<file path="src/include/pbp_pkg.sv">
//
// Purpose: constants for the port A bit 7 and port B pin logic
// Assumes: one 200 MHz clock, E and phase 2 derived from it
// Notes:   register offsets are byte addresses on the plain register port
package pbp_pkg;
    // ************************************************************
    // register map
    // ************************************************************
    localparam logic [7:0] PBP_ADDR_PORTA = 8'h00;
    localparam logic [7:0] PBP_ADDR_PORTB = 8'h04;
    localparam logic [7:0] PBP_ADDR_CTRL = 8'h08;
    localparam logic [7:0] PBP_ADDR_STAT = 8'h0c;

    // ************************************************************
    // control fields
    // ************************************************************
    localparam int PBP_CTRL_DIR = 0;
    localparam int PBP_CTRL_OC1_SEL = 1;
    localparam int PBP_CTRL_OC1_DATA = 2;
    localparam int PBP_CTRL_EXPANDED = 3;
    localparam int PBP_PORTA_BIT7 = 7;

    // ************************************************************
    // status fields
    // ************************************************************
    localparam int PBP_STAT_PIN_OE = 0;
    localparam int PBP_STAT_OUT_LATCH = 1;
    localparam int PBP_STAT_CMP_PEND = 2;
    localparam int PBP_STAT_PB_PEND = 3;

    // ************************************************************
    // reset values
    // ************************************************************
    localparam logic [7:0] PBP_CTRL_RESET = 8'h00;
    localparam logic [7:0] PBP_PORTB_RESET = 8'h00;

    // ************************************************************
    // timing
    // ************************************************************
    localparam int PBP_CLOCK_MHZ = 200;
    localparam int PBP_E_MHZ = 25;
    localparam int PBP_E_DIV = PBP_CLOCK_MHZ / PBP_E_MHZ;
endpackage : pbp_pkg

</file>
<file path="src/hdl/pbp_pin_logic.sv">
//
// Purpose: port A bit 7 and port B pin logic with a plain register port
// Assumes: compare, address and strobe inputs come from same-clock logic
// Notes:   bit 7 pin input is asynchronous and is synchronised here
//
module pbp_pin_logic
    import pbp_pkg::*;
#(
    parameter int E_DIV = PBP_E_DIV
)
(
    input wire logic clock, // 200 MHz clock
    input wire logic srst, // synchronous reset, active high
    input wire logic [7:0] reg_addr, // register byte address
    input wire logic [7:0] reg_wdata, // register write data
    input wire logic reg_wr, // write strobe
    input wire logic reg_rd, // read strobe
    output logic [7:0] reg_rdata, // read data, cycle after strobe
    output logic portb_read_enable, // internal port B read pulse
    output logic ext_access, // port B access sent to external bus
    input wire logic compare1_match, // compare 1 match pulse
    input wire logic compare1_force, // compare 1 force pulse
    input wire logic [7:0] high_addr, // high-order address byte
    input wire logic address_strobe, // address strobe level
    input wire logic bus_rw, // bus read/write direction
    input wire logic output_strobe_b, // strobe B from handshake logic
    input wire logic porta_bit7_pin_i, // bit 7 pin level
    output logic porta_bit7_pin_o, // bit 7 pin drive value
    output logic porta_bit7_pin_oe, // bit 7 pin drive enable
    output logic [7:0] portb_pins, // port B pin levels
    output logic bus_direction_pin, // shared read/write or strobe pin
    output logic e_clock_out // E clock out
);
    // ************************************************************
    // clock phases
    // ************************************************************
    logic e_level;
    logic e_fall;
    logic ph2_fall;

    pbp_phase_gen #(
        .E_DIV(E_DIV)
    ) u_phase (
        .clock(clock),
        .srst(srst),
        .e_level(e_level),
        .e_fall(e_fall),
        .ph2_fall(ph2_fall)
    );

    // ************************************************************
    // pin synchroniser
    // ************************************************************
    logic pa7_meta_q;
    logic pa7_sync_q;

    always_ff @(posedge clock)
    begin
        if (srst)
        begin
            pa7_meta_q <= 1'b0;
            pa7_sync_q <= 1'b0;
        end
        else
        begin
            pa7_meta_q <= porta_bit7_pin_i;
            pa7_sync_q <= pa7_meta_q;
        end
    end

    // ************************************************************
    // register decode
    // ************************************************************
    logic wr_porta;
    logic wr_portb;
    logic wr_ctrl;
    logic rd_portb;
    logic expanded;
    logic [7:0] ctrl_q;
    logic [7:0] ctrl_d;

    assign expanded = ctrl_q[PBP_CTRL_EXPANDED];
    assign wr_porta = reg_wr && (reg_addr == PBP_ADDR_PORTA);
    assign wr_portb = reg_wr && (reg_addr == PBP_ADDR_PORTB);
    assign wr_ctrl = reg_wr && (reg_addr == PBP_ADDR_CTRL);
    assign rd_portb = reg_rd && (reg_addr == PBP_ADDR_PORTB);

    // only the four defined control bits are kept
    always_comb
    begin
        ctrl_d = ctrl_q;
        if (wr_ctrl)
        begin
            ctrl_d = reg_wdata & 8'h0f;
        end
    end

    always_ff @(posedge clock)
    begin
        if (srst)
        begin
            ctrl_q <= PBP_CTRL_RESET;
        end
        else
        begin
            ctrl_q <= ctrl_d;
        end
    end

    // ************************************************************
    // port A bit 7
    // ************************************************************
    logic gp_latch_q;
    logic gp_latch_d;
    logic cmp_pend_q;
    logic cmp_pend_d;
    logic out_latch_q;
    logic out_latch_d;
    logic oe_d;
    logic pin_d;

    always_comb
    begin
        gp_latch_d = gp_latch_q;
        if (wr_porta)
        begin
            gp_latch_d = reg_wdata[PBP_PORTA_BIT7];
        end
        // compare events between E edges wait for the next E fall;
        // a new event in the applying cycle is kept, not lost
        cmp_pend_d = cmp_pend_q;
        if (e_fall)
        begin
            cmp_pend_d = 1'b0;
        end
        if (ctrl_q[PBP_CTRL_OC1_SEL] && (compare1_match || compare1_force))
        begin
            cmp_pend_d = 1'b1;
        end
        out_latch_d = out_latch_q;
        if (e_fall)
        begin
            if (!ctrl_q[PBP_CTRL_OC1_SEL])
            begin
                out_latch_d = gp_latch_q;
            end
            else if (cmp_pend_q)
            begin
                out_latch_d = ctrl_q[PBP_CTRL_OC1_DATA];
            end
        end
        oe_d = porta_bit7_pin_oe;
        if (ph2_fall)
        begin
            oe_d = ctrl_q[PBP_CTRL_DIR];
        end
        // drive value is zero while floating so nothing leaks out
        pin_d = out_latch_d & oe_d;
    end

    // phase 2 and E fall never share a cycle, so the output latch and
    // the enable never move in the same clock
    always_ff @(posedge clock)
    begin
        if (srst)
        begin
            gp_latch_q <= 1'b0;
            cmp_pend_q <= 1'b0;
            out_latch_q <= 1'b0;
            porta_bit7_pin_oe <= 1'b0;
            porta_bit7_pin_o <= 1'b0;
        end
        else
        begin
            gp_latch_q <= gp_latch_d;
            cmp_pend_q <= cmp_pend_d;
            out_latch_q <= out_latch_d;
            porta_bit7_pin_oe <= oe_d;
            porta_bit7_pin_o <= pin_d;
        end
    end

    // ************************************************************
    // port B
    // ************************************************************
    logic [7:0] pb_pend_q;
    logic [7:0] pb_pend_d;
    logic pb_valid_q;
    logic pb_valid_d;
    logic [7:0] pb_d;
    logic rw_latch_q;
    logic rw_latch_d;
    logic dir_d;

    always_comb
    begin
        pb_pend_d = pb_pend_q;
        pb_valid_d = pb_valid_q;
        pb_d = portb_pins;
        rw_latch_d = rw_latch_q;
        if (ph2_fall)
        begin
            pb_valid_d = 1'b0;
        end
        if (wr_portb && !expanded)
        begin
            pb_pend_d = reg_wdata;
            pb_valid_d = 1'b1;
        end
        if (expanded)
        begin
            // transparent while address strobe is high
            if (address_strobe)
            begin
                pb_d = high_addr;
                rw_latch_d = bus_rw;
            end
        end
        else if (ph2_fall && pb_valid_q)
        begin
            // pins move at mid E-high, away from a read's sample
            pb_d = pb_pend_q;
        end
        dir_d = expanded ? rw_latch_d : output_strobe_b;
    end

    // leaving expanded mode keeps the last address on the pins
    // until the next port B write lands
    always_ff @(posedge clock)
    begin
        if (srst)
        begin
            pb_pend_q <= PBP_PORTB_RESET;
            pb_valid_q <= 1'b0;
            portb_pins <= PBP_PORTB_RESET;
            rw_latch_q <= 1'b1;
            bus_direction_pin <= 1'b1;
        end
        else
        begin
            pb_pend_q <= pb_pend_d;
            pb_valid_q <= pb_valid_d;
            portb_pins <= pb_d;
            rw_latch_q <= rw_latch_d;
            bus_direction_pin <= dir_d;
        end
    end

    // ************************************************************
    // read path
    // ************************************************************
    logic [7:0] rdata_d;
    logic pbre_d;
    logic ext_d;

    always_comb
    begin
        rdata_d = 8'h00;
        pbre_d = rd_portb && !expanded;
        ext_d = (rd_portb || wr_portb) && expanded;
        if (reg_rd)
        begin
            unique case (reg_addr)
                PBP_ADDR_PORTA:
                begin
                    rdata_d[PBP_PORTA_BIT7] = pa7_sync_q;
                end
                PBP_ADDR_PORTB:
                begin
                    // expanded reads belong to the external bus
                    rdata_d = expanded ? 8'h00 : portb_pins;
                end
                PBP_ADDR_CTRL:
                begin
                    rdata_d = ctrl_q;
                end
                PBP_ADDR_STAT:
                begin
                    rdata_d[PBP_STAT_PIN_OE] = porta_bit7_pin_oe;
                    rdata_d[PBP_STAT_OUT_LATCH] = out_latch_q;
                    rdata_d[PBP_STAT_CMP_PEND] = cmp_pend_q;
                    rdata_d[PBP_STAT_PB_PEND] = pb_valid_q;
                end
                default:
                begin
                    rdata_d = 8'h00;
                end
            endcase
        end
    end

    // ************************************************************
    // output registers
    // ************************************************************
    always_ff @(posedge clock)
    begin
        if (srst)
        begin
            reg_rdata <= 8'h00;
            portb_read_enable <= 1'b0;
            ext_access <= 1'b0;
            e_clock_out <= 1'b0;
        end
        else
        begin
            reg_rdata <= rdata_d;
            portb_read_enable <= pbre_d;
            ext_access <= ext_d;
            e_clock_out <= e_level;
        end
    end
endmodule : pbp_pin_logic

</file>
<file path="src/hdl/pbp_phase_gen.sv">
//
// Purpose: E clock and internal phase 2 edge events from one clock
// Assumes: E_DIV is a multiple of four, at least four
// Notes:   all outputs are registered one-cycle pulses or levels
//
module pbp_phase_gen
    import pbp_pkg::*;
#(
    parameter int E_DIV = PBP_E_DIV
)
(
    input wire logic clock, // system clock
    input wire logic srst, // synchronous reset
    output logic e_level, // E clock level
    output logic e_fall, // pulse at E falling edge
    output logic ph2_fall // pulse at mid E-high
);
    localparam int CW = $clog2(E_DIV);
    localparam logic [CW-1:0] LAST = CW'(E_DIV - 1);
    localparam logic [CW-1:0] Q_PH2 = CW'(E_DIV / 4 - 1);
    localparam logic [CW-1:0] Q_EF = CW'(E_DIV / 2 - 1);

    logic [CW-1:0] cnt_q;
    logic [CW-1:0] cnt_d;
    logic e_d;
    logic ef_d;
    logic pf_d;

    // E is high for the first half of the count; phase 2 falls a
    // quarter period in, so both edges share this domain
    always_comb
    begin
        cnt_d = (cnt_q == LAST) ? '0 : cnt_q + 1'b1;
        e_d = (cnt_d < CW'(E_DIV / 2));
        ef_d = (cnt_q == Q_EF);
        pf_d = (cnt_q == Q_PH2);
    end

    always_ff @(posedge clock)
    begin
        if (srst)
        begin
            cnt_q <= LAST;
            e_level <= 1'b0;
            e_fall <= 1'b0;
            ph2_fall <= 1'b0;
        end
        else
        begin
            cnt_q <= cnt_d;
            e_level <= e_d;
            e_fall <= ef_d;
            ph2_fall <= pf_d;
        end
    end
endmodule : pbp_phase_gen

</file>
<file path="config.mk">
export PLATFORM = sky130hd
export DESIGN_NAME = pbp_pin_logic
export DESIGN_NICKNAME = d
export VERILOG_FILES = /design/src/include/pbp_pkg.sv /design/src/hdl/pbp_pin_logic.sv /design/src/hdl/pbp_phase_gen.sv
export SDC_FILE = /design/constraint.sdc
export NUM_CORES = 1
export LEC_CHECK = 0
export ABC_AREA = 1
export BUFFER_PORTS_ARGS = -buffer_cell sky130_fd_sc_hd__buf_4
export CAP_MARGIN = 20
export CORE_AREA = 2 2 71 73
export DETAILED_ROUTE_END_ITERATION = 12
export DIE_AREA = 0 0 73 75
export GPL_TIMING_DRIVEN = 0
export PLACE_DENSITY_LB_ADDON = 0.3
export REMOVE_ABC_BUFFERS = 1
export SETUP_SLACK_MARGIN = 0.3
export SLEW_MARGIN = 20
export SYNTH_ARGS = -nofsm -noshare
export SYNTH_HDL_FRONTEND = slang
export SYNTH_SLANG_ARGS = --single-unit
</file>
<file path="constraint.sdc">
create_clock -name clock -period 2.13 [get_ports clock]
set_input_delay 0.1065 -clock clock [delete_from_list [all_inputs] [get_ports clock]]
set_output_delay 0.1065 -clock clock [all_outputs]
set_load 0.01 [all_outputs]
</file>
==> impl_metrics.json <==
{
  "layout-drive-gt1-share_pct": 24.1,
  "coreArea_um2": 4660,
  "multi_input_area_um2": 887,
  "period_share_pct": 76.3,
  "synthCells": 287,
  "synth.distinct_cells": 27,
  "dr.pass1.iters": 4,
  "die_y_um": 75,
  "slowest_delay_ps": 580,
  "drc": 0,
  "pin_count": 56,
  "path_max_fanout": 23,
  "wl_per_cell_um": 11.0,
  "gp_congestion": 0.831,
  "clock_skew_ps": 7.32,
  "synthFlopType": "dfxtp_1",
  "dpl.hpwl_mm": 3.18,
  "ys_ff_latch": 47,
  "antenna_found_initial": 0,
  "min_period_ps": 1630,
  "synth_top_area_cell": "dfxtp_1",
  "max_freq_mhz": 615,
  "cts_root_buf": "clkbuf_8",
  "wl_mm": 4.35,
  "peakVddDrop_mv": 0.525,
  "worst-slew-pin-transition_ps": 419,
  "worstPathRequired_ps": 2360,
  "async_flop_share_pct": 0,
  "hold_class": "input pin to flop",
  "synth_top_cells_by_count": "52 x nand2_1, 50 x inv_1, 47 x dfxtp_1",
  "fillerInstances": 445,
  "worst-setup-path-type": "flop to flop",
  "grt_max_degree": 28,
  "synth-edff-count": 0,
  "cts_sinks": 47,
  "track_usage_pct": 16.9,
  "crit_chain": "inv_2, nand3_1, nand2_1, inv_2, o21ai_1, a21oi_1",
  "final_util_pct": 57.0,
  "cts.htree.levels": 2,
  "syn_area_per_cell_um2": 7.28,
  "yosysWarnings": 0,
  "p_leak_nw": 1.28,
  "clkLatencyLatePin_ps": 300,
  "vias_per_cell": 4.79,
  "seq_area_frac_synth_pct": 45.0,
  "grt_pass1_wl_mm": 7.26,
  "clock_path_buffers": 2,
  "die_w_um": 73,
  "path_common_cell": "inv_2",
  "worst_ep_arrival_time_ps": 1860,
  "die_area_um2": 5480,
  "max-slew-margin-rel_pct": 72.0,
  "startpoint_type": "flop",
  "path_clk_slew_ps": 90,
  "syn_to_final_growth_pct": 27.0,
  "synthesis.area_um2": 2090,
  "rows": 25,
  "start_util_pct": 44.9,
  "finalSetupViolCount": 0,
  "finalSetupTns_ps": 0,
  "post_cts_buffers": 0,
  "netlist.area_leader.share_pct": 45.0,
  "yosys-top-cells-area": "dfxtp_1 45%, nand2_1 9.3%, inv_1 9.0%, nor2_1 6.3%, nand3_1 4.5%",
  "synth_most_common_cell": "nand2_1",
  "grt_pass1_vias": 1737,
  "hold_viol": 0,
  "rsz0062_at_grt": "false",
  "vias": 1887,
  "cts_tree": "built",
  "drv_cap": 0,
  "status": "complete, no violations",
  "power_density_nw_per_um2": 692,
  "io_buffers": 55,
  "ant_nets": 0,
  "slowest_stage": "dfxtp_2",
  "overflow": 0,
  "seqCellArea_um2": 942,
  "fin_nets": 377,
  "drtIter0Drc": 130,
  "antennaDiodeCount": 0,
  "final-max-slew-violation-count": 0,
  "cp-end-kind": "flop",
  "p_total_w": 0.00184,
  "cts_buffers": 5
}
cell families after synthesis:
logic type | Yosys count | share of synthesized area [%]
simple gates | 127 | 28.7
flops | 47 | 45.0
mux | 2 | 0.958
fa+ha+maj | 4 | 2.39
buf+inv | 66 | 12.6
compound gates | 41 | 10.4
path summary, 6_finish.rpt:
kind                    startpoint             to  slack, ps  cells past startpoint
setup reg to reg         ctrl_q[3]  portb_pins[3]        500                      6
hold / removal    porta_bit7_pin_i     pa7_meta_q         10                      3
setup / recovery         ctrl_q[3]  portb_pins[3]        500                      6
hold reg to reg    u_phase.e_level    e_clock_out        410                      2
routing by layer:
layer | GRT usage [%] | share of wire (%) | up-vias
met2 | 29.3 | 50 | 46
met1 | 20.9 | 44 | 841
met5 | 0 | 0 | -
li1 | - | - | 996
met4 | 6.17 | 0.87 | 0
met3 | 3.35 | 5.2 | 4
worst max-delay path, delay by kind of cell (launching register included):
kind	cells	cell delay [ps]
flip-flops	1	580
AO/OA/AOI/OAI	2	260
buffers and inverters	2	480
AND/OR/NAND/NOR	2	240
cell type report:
| cell class | count | area share [%] |
|---|---|---|
| clock inverter | 3 | 2.54 |
| timing repair buffer | 55 | 15.5 |
| multi-input combinational | 174 | 33.4 |
| tap | 54 | 2.54 |
| inverter | 56 | 7.91 |
| sequential | 47 | 35.5 |
| clock buffer | 5 | 2.59 |
registers in the layout, summed over array words and instances, names as in the netlist, 3 cells and up:
| register | flops |
|---|---|
| pb_pend_q | 8 |
| portb_pins | 8 |
| reg_rdata | 8 |
| ctrl_q | 4 |
| u_phase.cnt_q | 3 |
through the flow:
stage / worst slack [ps] / cells / hold WS, ps / instance area, µm²
2_1_floorplan: 684 / 277 / 176 / 2040
3_3_place_gp: 231 / 386 / 308 / 2520
3_5_place_dp: 220 / 386 / 315 / 2520
4_1_cts: 529 / 394 / 1.45 / 2660
5_1_grt: 349 / 394 / 37.0 / 2660
6_report: 504 / 394 / 12.4 / 2660
cell usage in the layout (no fill, tap or decap), types with 2 or more instances in the layout:
master | synthesis | routed
o21ai_1 | 11 | 11
nor2_1 | 35 | 35
nand2_1 | 52 | 52
clkbuf_8 | 0 | 5
dfxtp_1 | 47 | 46
mux2i_1 | 2 | 2
a21oi_1 | 16 | 16
nand2_2 | 2 | 2
bufinv_16 | 0 | 2
nand3_4 | 2 | 2
inv_2 | 6 | 6
nand4_1 | 8 | 8
nand3_1 | 19 | 19
o21ai_0 | 11 | 11
inv_1 | 50 | 50
nor2_2 | 4 | 4
buf_4 | 1 | 55
ha_1 | 4 | 4
nor3_1 | 2 | 2
power by group:
group	total, W	internal [W]	leakage, nW	switching (W)
Combinational	0.000150	0.0000718	0.831	0.0000784
Sequential	0.000916	0.000904	0.381	0.0000121
Clock	0.000772	0.000468	0.0644	0.000304
what timing repair did:
item / 4_1_cts / 5_1_grt
hold buffers: 0 / 0
endpoints found under the hold margin: 0 / 0
setup endpoints to repair: 7 / 0
resized for setup: 1 / 0
Note: power is estimated with default switching activity, not from simulation.
